$ cat config.mk
export PLATFORM = sky130hd
export DESIGN_NAME = cpmd_top
export DESIGN_NICKNAME = d
export VERILOG_FILES = /design/src/cpmd_pkg.sv /design/src/cpmd_top.sv /design/src/cpmd_sync.sv
export SDC_FILE = /design/constraint.sdc
export NUM_CORES = 1
export LEC_CHECK = 0
export BUFFER_PORTS_ARGS = -buffer_cell sky130_fd_sc_hd__clkbuf_2
export CORE_UTILIZATION = 63
export CTS_CLUSTER_DIAMETER = 150
export DETAILED_ROUTE_END_ITERATION = 12
export GPL_ROUTABILITY_DRIVEN = 0
export GPL_TIMING_DRIVEN = 1
export PLACE_DENSITY = 0.94
export SETUP_SLACK_MARGIN = 0.05
export SLEW_MARGIN = 20
export SYNTH_ARGS = -nofsm -noshare
export SYNTH_HDL_FRONTEND = slang
export SYNTH_SLANG_ARGS = --single-unit
$ cat constraint.sdc
create_clock -name clk_i -period 6.07 [get_ports clk_i]
set_clock_uncertainty 0.05 [all_clocks]
set_input_delay 1.214 -clock clk_i [delete_from_list [all_inputs] [get_ports clk_i]]
set_output_delay 1.214 -clock clk_i [all_outputs]
set_load 0.05 [all_outputs]
$ cat src/cpmd_pkg.sv
// Package of constants and types for the charging port mode decoder
package cpmd_pkg;
	// Mode-select codes, bit 2 is mode_select_a, bit 0 is mode_select_c
	localparam logic [2:0] CPMD_CODE_DCP_LO = 3'h0;
	localparam logic [2:0] CPMD_CODE_DCP = 3'h1;
	localparam logic [2:0] CPMD_CODE_STANDARD_PORT_LOW_LIMIT_MODE_LO = 3'h6;
	localparam logic [2:0] CPMD_CODE_CDP = 3'h7;
	// Clock rate and timing figures
	localparam int CPMD_CLK_HZ = 100_000_000;
	localparam int CPMD_STAT_ON_MS = 210;
	localparam int CPMD_STAT_OFF_S = 3;
	localparam int CPMD_DISCH_US = 10;
	localparam int CPMD_STAT_ON_CYC = CPMD_STAT_ON_MS * (CPMD_CLK_HZ / 1000);
	localparam int CPMD_STAT_OFF_CYC = CPMD_STAT_OFF_S * CPMD_CLK_HZ;
	localparam int CPMD_DISCH_CYC = CPMD_DISCH_US * (CPMD_CLK_HZ / 1_000_000);
	localparam int CPMD_CNT_W = 32;
	// Interrupt status bits
	localparam int CPMD_IRQ_W = 4;
	localparam int CPMD_IRQ_MODE = 0;
	localparam int CPMD_IRQ_DISCH = 1;
	localparam int CPMD_IRQ_STAT = 2;
	localparam int CPMD_IRQ_OC = 3;
	// Register offsets
	localparam logic [3:0] CPMD_REG_MODE = 4'h0;
	localparam logic [3:0] CPMD_REG_IRQ_STATUS = 4'h1;
	localparam logic [3:0] CPMD_REG_IRQ_MASK = 4'h2;
	localparam logic [3:0] CPMD_REG_CTRL = 4'h3;
	localparam logic [7:0] CPMD_CTRL_RST = 8'h00;
	localparam logic [3:0] CPMD_MASK_RST = 4'h0;
	// Decoded operating modes
	typedef enum logic [2:0] {
		CPMD_M_DCP_LO, CPMD_M_DCP, CPMD_M_SDP, CPMD_M_CLIENT, CPMD_M_STANDARD_PORT_LOW_LIMIT_MODE_LO, CPMD_M_CDP
	} cpmd_mode_t;
endpackage

$ cat src/cpmd_top.sv
// Charging port mode decoder: mode decode, discharge sequencing, status timing
`timescale 1ns/10ps
module cpmd_top
	import cpmd_pkg::*;
#(
	parameter int STAT_ON_CYC = cpmd_pkg::CPMD_STAT_ON_CYC,
	parameter int STAT_OFF_CYC = cpmd_pkg::CPMD_STAT_OFF_CYC
) (
	input wire logic clk_i, // 100 MHz clock
	input wire logic srst_i, // Sync reset, active high
	input wire logic mode_select_a_i, // Mode pin, code bit 2
	input wire logic mode_select_b_i, // Mode pin, code bit 1
	input wire logic mode_select_c_i, // Mode pin, code bit 0
	input wire logic enable_i, // Device enable pin
	input wire logic overcurrent_i, // Comparator: load above limit
	input wire logic load_above_lo_i, // Comparator: load above low+40 mA
	input wire logic load_below_lo_i, // Comparator: load below low-10 mA
	input wire logic [3:0] reg_addr_i, // Register address
	input wire logic [7:0] reg_wdata_i, // Write data
	input wire logic reg_wr_i, // Write strobe
	input wire logic reg_rd_i, // Read strobe
	output logic [7:0] reg_rdata_o, // Read data, cycle after strobe
	output logic irq_o, // Level interrupt
	output logic power_switch_on_o, // Power switch on
	output logic limit_high_o, // 1 high limit, 0 low limit
	output logic limit_active_o, // Current limit applied
	output logic data_switch_on_o, // Data-line switches on
	output logic discharge_o, // Output discharge running
	output logic dcp_auto_en_o, // DCP auto detection enabled
	output logic cdp_auto_sw_en_o, // CDP-SDP auto switch enabled
	output logic status_n_o, // Status, active low
	output logic fault_n_o, // Fault, active low
	output logic cable_sense_en_o // Cable-sense output enabled
);
	import cpmd_pkg::*;

	logic [5:0] pins_s;
	logic [2:0] code_s;
	logic en_s, oc_s, above_s, below_s;

	// Mode, enable and comparator pins are asynchronous, so all pass two flops
	cpmd_sync #(.W(6)) u_sync (
		.clk_i(clk_i),
		.srst_i(srst_i),
		.d_i({mode_select_a_i, mode_select_b_i, mode_select_c_i, enable_i,
			overcurrent_i, load_above_lo_i}),
		.q_o(pins_s)
	);
	logic [0:0] below_sync;
	cpmd_sync #(.W(1)) u_sync_b (
		.clk_i(clk_i),
		.srst_i(srst_i),
		.d_i(load_below_lo_i),
		.q_o(below_sync)
	);
	assign code_s = pins_s[5:3];
	assign en_s = pins_s[2];
	assign oc_s = pins_s[1];
	assign above_s = pins_s[0];
	assign below_s = below_sync[0];

	// Decode of the synchronised code, recomputed every cycle
	cpmd_mode_t dec_mode;
	always_comb begin
		unique casez (code_s)
			3'b000: dec_mode = CPMD_M_DCP_LO;
			3'b001: dec_mode = CPMD_M_DCP;
			3'b01?: dec_mode = CPMD_M_SDP;
			3'b10?: dec_mode = CPMD_M_CLIENT;
			3'b110: dec_mode = CPMD_M_STANDARD_PORT_LOW_LIMIT_MODE_LO;
			default: dec_mode = CPMD_M_CDP;
		endcase
	end

	// Mode tracking and discharge sequencing
	cpmd_mode_t mode_q, mode_d;
	logic [2:0] code_q, code_d;
	logic [CPMD_CNT_W-1:0] dis_cnt_q, dis_cnt_d;
	logic dis_q, dis_d;
	logic chg_ev, dis_done_ev;
	logic exempt;
	always_comb begin
		mode_d = mode_q;
		code_d = code_q;
		dis_cnt_d = dis_cnt_q;
		dis_d = dis_q;
		chg_ev = 1'b0;
		dis_done_ev = 1'b0;
		// Pairs that swap with the output kept up
		exempt = ((code_q == CPMD_CODE_DCP_LO) && (code_s == CPMD_CODE_DCP)) ||
			((code_q == CPMD_CODE_DCP) && (code_s == CPMD_CODE_DCP_LO)) ||
			((code_q == CPMD_CODE_STANDARD_PORT_LOW_LIMIT_MODE_LO) && (code_s == CPMD_CODE_CDP)) ||
			((code_q == CPMD_CODE_CDP) && (code_s == CPMD_CODE_STANDARD_PORT_LOW_LIMIT_MODE_LO));
		if (code_s != code_q) begin
			code_d = code_s;
			chg_ev = 1'b1;
			if (exempt) begin
				mode_d = dec_mode;
			end else begin
				// New code restarts any running discharge
				dis_d = 1'b1;
				dis_cnt_d = '0;
			end
		end else if (dis_q) begin
			if (dis_cnt_q >= CPMD_CNT_W'(CPMD_DISCH_CYC - 1)) begin
				dis_d = 1'b0;
				mode_d = dec_mode;
				dis_done_ev = 1'b1;
			end else begin
				dis_cnt_d = dis_cnt_q + 1'b1;
			end
		end
	end
	always_ff @(posedge clk_i) begin
		if (srst_i) begin
			mode_q <= CPMD_M_DCP_LO;
			code_q <= CPMD_CODE_DCP_LO;
			dis_cnt_q <= '0;
			dis_q <= 1'b0;
		end else begin
			mode_q <= mode_d;
			code_q <= code_d;
			dis_cnt_q <= dis_cnt_d;
			dis_q <= dis_d;
		end
	end

	// Mode attributes; client mode leaves every indication inactive
	logic stat_en, lim_hi, cs_en, client, lo_mode;
	assign client = (mode_q == CPMD_M_CLIENT);
	assign lim_hi = (mode_q == CPMD_M_DCP) || (mode_q == CPMD_M_CDP);
	assign stat_en = lim_hi;
	assign cs_en = !client;
	assign lo_mode = (mode_q == CPMD_M_DCP_LO) || (mode_q == CPMD_M_STANDARD_PORT_LOW_LIMIT_MODE_LO);

	// Status qualification timers
	logic [CPMD_CNT_W-1:0] st_cnt_q, st_cnt_d;
	logic st_q, st_d, st_ev;
	always_comb begin
		st_cnt_d = st_cnt_q;
		st_d = st_q;
		st_ev = 1'b0;
		if (!stat_en) begin
			st_d = 1'b0;
			st_cnt_d = '0;
		end else if (!st_q) begin
			// Qualify high load for the full on time
			if (!above_s) begin
				st_cnt_d = '0;
			end else if (st_cnt_q >= CPMD_CNT_W'(STAT_ON_CYC - 1)) begin
				st_d = 1'b1;
				st_cnt_d = '0;
				st_ev = 1'b1;
			end else begin
				st_cnt_d = st_cnt_q + 1'b1;
			end
		end else begin
			// Longer release time keeps port allocation stable
			if (!below_s) begin
				st_cnt_d = '0;
			end else if (st_cnt_q >= CPMD_CNT_W'(STAT_OFF_CYC - 1)) begin
				st_d = 1'b0;
				st_cnt_d = '0;
				st_ev = 1'b1;
			end else begin
				st_cnt_d = st_cnt_q + 1'b1;
			end
		end
	end
	always_ff @(posedge clk_i) begin
		if (srst_i) begin
			st_cnt_q <= '0;
			st_q <= 1'b0;
		end else begin
			st_cnt_q <= st_cnt_d;
			st_q <= st_d;
		end
	end

	// Register file and interrupt logic
	logic [CPMD_IRQ_W-1:0] irq_st_q, irq_st_d, irq_mask_q, irq_mask_d, irq_set;
	logic [7:0] ctrl_q, ctrl_d, rdata_d;
	logic oc_flag;
	assign oc_flag = oc_s && !client && !lo_mode;
	always_comb begin
		irq_set = '0;
		irq_set[CPMD_IRQ_MODE] = chg_ev;
		irq_set[CPMD_IRQ_DISCH] = dis_done_ev;
		irq_set[CPMD_IRQ_STAT] = st_ev;
		irq_set[CPMD_IRQ_OC] = oc_flag;
		irq_st_d = irq_st_q;
		irq_mask_d = irq_mask_q;
		ctrl_d = ctrl_q;
		if (reg_wr_i) begin
			unique case (reg_addr_i)
				CPMD_REG_IRQ_STATUS: irq_st_d = irq_st_q & ~reg_wdata_i[CPMD_IRQ_W-1:0];
				CPMD_REG_IRQ_MASK: irq_mask_d = reg_wdata_i[CPMD_IRQ_W-1:0];
				CPMD_REG_CTRL: ctrl_d = reg_wdata_i;
				default: ;
			endcase
		end
		// Set after clear so an event in the clear cycle survives
		irq_st_d = irq_st_d | irq_set;
		rdata_d = 8'h00;
		if (reg_rd_i) begin
			unique case (reg_addr_i)
				CPMD_REG_MODE: rdata_d = {dis_q, st_q, code_q, mode_q};
				CPMD_REG_IRQ_STATUS: rdata_d = {4'h0, irq_st_q};
				CPMD_REG_IRQ_MASK: rdata_d = {4'h0, irq_mask_q};
				CPMD_REG_CTRL: rdata_d = ctrl_q;
				default: rdata_d = 8'h00;
			endcase
		end
	end
	always_ff @(posedge clk_i) begin
		if (srst_i) begin
			irq_st_q <= '0;
			irq_mask_q <= CPMD_MASK_RST;
			ctrl_q <= CPMD_CTRL_RST;
			reg_rdata_o <= 8'h00;
			irq_o <= 1'b0;
		end else begin
			irq_st_q <= irq_st_d;
			irq_mask_q <= irq_mask_d;
			ctrl_q <= ctrl_d;
			reg_rdata_o <= rdata_d;
			irq_o <= |(irq_st_d & irq_mask_d);
		end
	end

	// Registered pin outputs; ctrl bit 0 forces the port off by software
	logic run;
	assign run = en_s && !ctrl_q[0];
	always_ff @(posedge clk_i) begin
		if (srst_i) begin
			power_switch_on_o <= 1'b0;
			limit_high_o <= 1'b0;
			limit_active_o <= 1'b0;
			data_switch_on_o <= 1'b0;
			discharge_o <= 1'b0;
			dcp_auto_en_o <= 1'b0;
			cdp_auto_sw_en_o <= 1'b0;
			status_n_o <= 1'b1;
			fault_n_o <= 1'b1;
			cable_sense_en_o <= 1'b0;
		end else begin
			power_switch_on_o <= run && !dis_d && !client;
			limit_high_o <= lim_hi;
			limit_active_o <= !client;
			data_switch_on_o <= run && !dis_d && (client || !(mode_q == CPMD_M_DCP_LO ||
				mode_q == CPMD_M_DCP));
			discharge_o <= dis_d;
			dcp_auto_en_o <= run && (mode_q == CPMD_M_DCP_LO || mode_q == CPMD_M_DCP);
			cdp_auto_sw_en_o <= run && (mode_q == CPMD_M_CDP);
			status_n_o <= !(stat_en && st_q);
			fault_n_o <= !oc_flag;
			cable_sense_en_o <= cs_en;
		end
	end
endmodule

$ cat src/cpmd_sync.sv
// Two-flop synchroniser for a bus of asynchronous levels
`timescale 1ns/10ps
module cpmd_sync #(
	parameter int W = 1
) (
	input wire logic clk_i, // Clock
	input wire logic srst_i, // Sync reset
	input wire logic [W-1:0] d_i, // Async levels
	output logic [W-1:0] q_o // Synchronised levels
);
	logic [W-1:0] s1_q;
	logic [W-1:0] s2_q;
	// First stage feeds only the second
	always_ff @(posedge clk_i) begin
		if (srst_i) begin
			s1_q <= '0;
			s2_q <= '0;
		end else begin
			s1_q <= d_i;
			s2_q <= s1_q;
		end
	end
	assign q_o = s2_q;
endmodule

==> results of run 1 <==
==> path summary, 6_finish.rpt <==
| check | from | endpoint | slack, ns | cells after the start |
|---|---|---|---|---|
| worst max-delay path | srst_i | irq_o$_SDFF_PP0_ | 3.02 | 7 |
| worst min-delay path | u_sync.s1_q[3]$_SDFF_PP0_ | u_sync.q_o[3]$_SDFF_PP0_ | 0.38 | 1 |
| worst max register to register | st_cnt_q[29]$_SDFF_PP0_ | st_cnt_q[4]$_SDFF_PP0_ | 3.50 | 6 |
| worst min register to register | u_sync.s1_q[3]$_SDFF_PP0_ | u_sync.q_o[3]$_SDFF_PP0_ | 0.38 | 1 |
==> layer usage <==
metal	global-route usage [%]	vias to the layer above	wire length, µm	part of all wire [%]
li1	-	1813	-	-
met1	32.7	1791	4410	41
met2	50.3	176	5410	50
met3	8.39	46	649	6.0
met4	15.4	0	380	3.5
met5	0	-	0	0
==> power by group <==
group | switching (W) | internal, W | total [W]
Combinational | 0.0000474 | 0.0000240 | 0.0000713
Clock | 0.000355 | 0.000603 | 0.000958
Sequential | 0.00000924 | 0.000793 | 0.000802
Total | 0.000412 | 0.00142 | 0.00183
==> through the flow <==
step / cells / util [%] / area (µm²)
6_report: 649 / 75.9 / 5480
3_5_place_dp: 617 / 68.0 / 4900
2_1_floorplan: 497 / - / 4670
5_1_grt: 649 / 75.9 / 5480
3_3_place_gp: 617 / 68.0 / 4900
4_1_cts: 649 / 75.9 / 5480
==> cell families after synthesis <==
| logic type | synth area share (%) |
|---|---|
| AND/OR/NAND/NOR | 25.5 |
| flip-flops | 51.0 |
| AO/OA/AOI/OAI | 8.02 |
| XOR/XNOR | 6.94 |
| buffers and inverters | 2.84 |
| multiplexers | 4.53 |
| adder cells (fa/ha/maj) | 1.07 |
| other | 0.0804 |
==> cell type report <==
type / instances / share of cell area, %
sequential: 119 / 43.5
multi-input combinational: 349 / 39.4
clock buffer: 20 / 8.13
timing repair buffer: 41 / 3.75
clock inverter: 12 / 2.31
tap: 99 / 2.26
inverter: 9 / 0.617
==> registers in the layout (all words and copies together), names as in the netlist, 4 cells and up <==
name         flops
ctrl_q           8
irq_mask_q       4
u_sync.s1_q      6
dis_cnt_q       32
reg_rdata_o      8
st_cnt_q        32
irq_st_q         4
u_sync.q_o       6
==> layout by cell type, fill, tap and decap left out, types with 6 or more instances in the layout <==
cell type	n
a21oi_1	13
a31oi_1	6
and3_1	24
and4_1	7
clkbuf_16	16
clkbuf_2	41
dfxtp_1	119
inv_1	9
mux2i_1	11
nand2_1	25
nand3_1	16
nand4_1	15
nor2_1	89
nor2b_1	20
nor3_1	8
nor4_1	8
o21ai_0	9
xnor2_1	15
xor2_1	22
==> results.yml, run 1 <==
critical_path:
  worstPathCellList: "clkbuf_2 -> inv_1 -> o211ai_1 -> nor2_1 -> a31o_2 -> a222oi_1 -> o211ai_1"
  cp_max_fo: 41
  slowest_stage: "clkbuf_2"
  critPathMaxStageDelay_ns: 0.62
  start_kind: "primary input"
  path_delay_family: "buffers and inverters"
  crit_top_cell: "o211ai_1"
  critPathCaptureType: "flop"
  critPathBufInv: 2
  crit_type: "in -> reg"
  worstPathArrival_ns: 3.38
  worstPathRequired_ns: 6.39
sta:
  setup_slack_ns: 3.02
  rsz0062_at_grt: "false"
  worst_slew_pin_slew_ns: 0.834
  slew_viol_final: 0
  fmax_mhz: 328
  fin_crit_ns: 3.05
  min_period_over_period_pct: 50.3
  setup_tns_ns: 0
  slew_headroom_pct: 44.4
  whs_ns: 0.384
  hold_viol_final: 0
  finalSetupViolations: 0
detailed_routing:
  post_drt_via_cell_ratio: 5.90
  drtAntennaViolNets: 0
  vias: 3826
  drt_first_iter_violations: 306
  drc: 0
  drt_pass1_iterations: 5
  finalWirelength_um: 10900
  wl_per_cell_um: 16.7
clock_tree:
  cts.clk_slew.worst_paths_ns: 0.06
  ctsResizeCount: 0
  root_buffer: "clkbuf_8"
  postCtsSetupBuffers: 0
  cts_tree: "yes"
  insertion_delay_ns: 0.51
  cts_inserted_buffers: 17
  clock_path_buffers: 2
  clock-sinks: 119
  htree_num_levels: 4
  cts_hold_repair.buffers: 0
floorplan:
  core_um2: 7210
  ios: 42
  die-area_um2: 7760
  fp.dieW_um: 88.1
  fp.dieH_um: 88.1
  placement_rows: 31
  initial_core_util_pct: 64.7
grt:
  grt_max_degree: 42
  grt_pass1_wl_um: 17100
  antenna_found_initial: 0
  groute.usage.overall_pct: 29.2
  grt_pass1_vias: 3723
  grt_overflow: 0
hold_path:
  hp-class: "reg -> reg"
layout:
  register_area_um2: 2380
  nets: 564
  drive_gt1_share_pct: 15.3
  fillCellCount: 423
  multi_input_area_um2: 2160
  area_growth_pct: 17.3
  n_antenna_cell: 0
placement:
  place_ws_ns: 2.68
  port_buffers: 41
  dp_hpwl_um: 6490
yosys:
  synth_top_cell_area_share_pct: 51.0
  netlist_instances: 495
  async_flop_share_pct: 0
  ys_ff_latch: 119
  syn_avg_cell_area_um2: 9.43
  yosys.area.top_type: "dfxtp_1"
  synthTopCellsByCount: "119 x dfxtp_1, 89 x nor2_1, 25 x nand2_1, 24 x and3_1, 22 x xor2_1"
  ys_seq_area_share_pct: 51.0
  synthTopCellsByArea: "dfxtp_1 51%, nor2_1 7.2%, xor2_1 4.1%"
  ys.flop_type: "dfxtp_1"
  synth_most_common_cell: "dfxtp_1"
  synth-edff-count: 0
  synth_cell_type_count: 55
  synth_warnings: 0
  synth_area_um2: 4670
power_and_ir_drop:
  total_power_w: 0.00183
  p_leak_nw: 2.11
  cellPowerDensity_nw_per_um2: 334
  ir_drop_mv: 0.239
status:
  run_status: "completed"
job:
  drv_cap: 0
No activity file was read; power rests on OpenSTA's default activity.
==> run 2: changes to the inputs <==
--- a/config.mk
+++ b/config.mk
@@ -5,13 +5,14 @@
 export SDC_FILE = /design/constraint.sdc
 export NUM_CORES = 1
 export LEC_CHECK = 0
+export ABC_AREA = 1
 export BUFFER_PORTS_ARGS = -buffer_cell sky130_fd_sc_hd__clkbuf_2
-export CORE_UTILIZATION = 63
+export CORE_UTILIZATION = 59
 export CTS_CLUSTER_DIAMETER = 150
 export DETAILED_ROUTE_END_ITERATION = 12
 export GPL_ROUTABILITY_DRIVEN = 0
 export GPL_TIMING_DRIVEN = 1
-export PLACE_DENSITY = 0.94
+export PLACE_DENSITY = 0.89
 export SETUP_SLACK_MARGIN = 0.05
 export SLEW_MARGIN = 20
 export SYNTH_ARGS = -nofsm -noshare
==> constraint.sdc (replaced) <==
create_clock -name clk_i -period 3.1 [get_ports clk_i]
set_clock_uncertainty 0.05 [all_clocks]
set_input_delay 0.62 -clock clk_i [delete_from_list [all_inputs] [get_ports clk_i]]
set_output_delay 0.62 -clock clk_i [all_outputs]
set_load 0.05 [all_outputs]
==> run 2 against run 1 <==
Worst hold slack worse by 0.16 ns; register-to-register slack worse by 2.5 ns; die area increased by 16%; routed wire length is 19% higher; worst setup slack worse by 2.0 ns; clock power rose by 130%; synthesized area increased by 9.5%; final area grew 9.8%; count of clock-buffer cells in the layout stayed put; critical path type is now reg -> reg; critical endpoint is now st_cnt_q[17]$_SDFF_PP0_.
==> results.yml, run 2 <==
detailed_routing:
  post_drt_via_cell_ratio: 5.61
  drc: 0
  drt_first_iter_violations: 456
  vias: 4699
  drtAntennaViolNets: 0
  finalWirelength_um: 12900
  drt_pass1_iterations: 6
  wl_per_cell_um: 15.4
layout:
  nets: 746
  final_cell_mix: "119 x dfxtp_1, 110 x nand2_1, 105 x nor2_1, 95 x inv_1, 41 x clkbuf_2"
  drive_gt1_share_pct: 14.6
  area_growth_pct: 17.7
  register_area_um2: 2380
  fillCellCount: 526
  instances_no_fill: 837
  top_regs: "dis_cnt_q x32, st_cnt_q x32"
  final_util_pct: 72.5
  n_antenna_cell: 0
  layout_commonest_cell: "dfxtp_1"
  multi_input_area_um2: 2260
status:
  run_status: "completed"
sta:
  min_period_over_period_pct: 68.2
  fmax_mhz: 473
  fin_crit_ns: 2.11
  worst_slew_pin_slew_ns: 0.949
  slew_viol_final: 0
  hold_viol_final: 0
  setup_tns_ns: 0
  rsz0062_at_grt: "false"
  slew_headroom_pct: 36.3
  finalSetupViolations: 0
grt:
  groute.usage.overall_pct: 30.6
  grt_pass1_wl_um: 21000
  grt_overflow: 0
  antenna_found_initial: 0
  grt_pass1_vias: 4681
  grt_max_degree: 62
floorplan:
  core_um2: 8300
  die-area_um2: 9030
  ios: 42
  fp.dieH_um: 95.1
  fp.dieW_um: 95.1
  placement_rows: 33
  initial_core_util_pct: 61.6
clock_tree:
  root_buffer: "clkbuf_8"
  clock_path_buffers: 2
  insertion_delay_ns: 0.53
  clock-sinks: 119
  cts_hold_repair.buffers: 0
  ctsResizeCount: 0
  postCtsSetupBuffers: 0
  cts_inserted_buffers: 17
  cts_tree: "yes"
  htree_num_levels: 4
  cts.clk_slew.worst_paths_ns: 0.06
hold_path:
  holdPathStages: 3
  hp-class: "in -> reg"
yosys:
  ys_ff_latch: 119
  netlist_instances: 673
  syn_avg_cell_area_um2: 7.59
  ys_seq_area_share_pct: 46.6
  synth-edff-count: 0
  ys.flop_type: "dfxtp_1"
  synthTopCellsByArea: "dfxtp_1 47%, nand2_1 8.1%, nor2_1 7.7%"
  async_flop_share_pct: 0
  yosys.area.top_type: "dfxtp_1"
  synth_cell_type_count: 42
  synth_area_um2: 5110
  synth_top_cell_area_share_pct: 46.6
  synth_warnings: 0
  synth_most_common_cell: "dfxtp_1"
  synthTopCellsByCount: "119 x dfxtp_1, 110 x nand2_1, 105 x nor2_1, 95 x inv_1, 40 x nand3_1"
critical_path:
  worstPathRequired_ns: 3.46
  slowest_stage: "dfxtp_1"
  ff2ff_path_depth: 11
  cp_max_fo: 28
  crit_type: "reg -> reg"
  worstPathArrival_ns: 2.47
  crit_top_cell: "nand2_1"
  critPathCaptureType: "flop"
  critPathMaxStageDelay_ns: 0.36
  worstPathCellList: "ha_1 -> nand3_1 -> o21ai_0 -> nand2_1 -> nand2_1 -> nand2_1 -> nand2_1 -> or2_1 -> nand2_2 -> inv_4 -> nor3b_1"
  start_kind: "flop"
job:
  drv_cap: 0
placement:
  port_buffers: 41
  dp_hpwl_um: 7860
  place_inst: 805
power_and_ir_drop:
  p_leak_nw: 2.45
  cellPowerDensity_nw_per_um2: 653
  ir_drop_mv: 0.441
  total_power_w: 0.00392
[run 2: cell count changes after synthesis, sizes merged, moves of 10 or more]
cell	change
nor2b	-20
nor3	+27
nand2	+92
nor2	+29
inv	+87
a21oi	+22
o21ai	+10
and3	-24
mux2i	-11
nand3	+27
[run 2: per-stage QoR]
step | hold WS (ns) | worst slack [ns] | instance area [µm²]
finish | 0.226 | 0.986 | 6010
global route | 0.234 | 0.783 | 6010
CTS | 0.228 | 0.999 | 6010
detailed placement | 0.344 | 0.892 | 5360
global placement | 0.341 | 0.998 | 5360
floorplan | 0.331 | 1.29 | 5120
[run 2: worst max-delay path, delay by kind of cell, from the launching register on]
| kind | cells | cell delay (ns) |
|---|---|---|
| AND/OR/NAND/NOR | 8 | 0.83 |
| flip-flops | 1 | 0.36 |
| AO/OA/AOI/OAI | 1 | 0.27 |
| buffers and inverters | 1 | 0.27 |
| adder cells (fa/ha/maj) | 1 | 0.19 |
[run 2: final timing paths]
kind,end,start,slack [ns]
hold reg to reg,u_sync_b.q_o$_SDFF_PP0_,u_sync_b.s1_q$_SDFF_PP0_,0.35
setup / recovery,st_cnt_q[17]$_SDFF_PP0_,st_cnt_q[0]$_SDFF_PP0_,0.99
hold / removal,u_sync.s1_q[4]$_SDFF_PP0_,mode_select_b_i,0.23
setup reg to reg,st_cnt_q[17]$_SDFF_PP0_,st_cnt_q[0]$_SDFF_PP0_,0.99
[run 2: cell families (layout without fill, tap and decap cells)]
family,Yosys count,after routing,share of synthesized area (%)
xor+xnor,25,25,4.29
simple gates,345,345,31.9
other cells,1,3,0.0734
compound gates,64,64,6.86
buf+inv,115,172,9.28
flops,119,119,46.6
fa+ha+maj,4,4,0.980
[run 2: power by group]
part	switching, W	internal, W
combinational	0.000141	0.0000488
sequential	0.0000192	0.00156
clock	0.000711	0.00145
[run 2: area by class of cell]
type                       instances  area share [%]
sequential                       119            39.6
tap                              105            2.18
clock inverter                    12            3.29
inverter                          98            6.24
multi-input combinational        441            37.6
clock buffer                      20            7.57
timing repair buffer              42            3.54
[run 2: per-layer routing]
metal	part of all wire [%]	GRT usage (%)	vias up
li1	-	-	2228
met1	38	33.7	2123
met2	48	51.4	276
met3	8.3	8.53	72
met4	5.3	20.8	0
met5	0	0	-
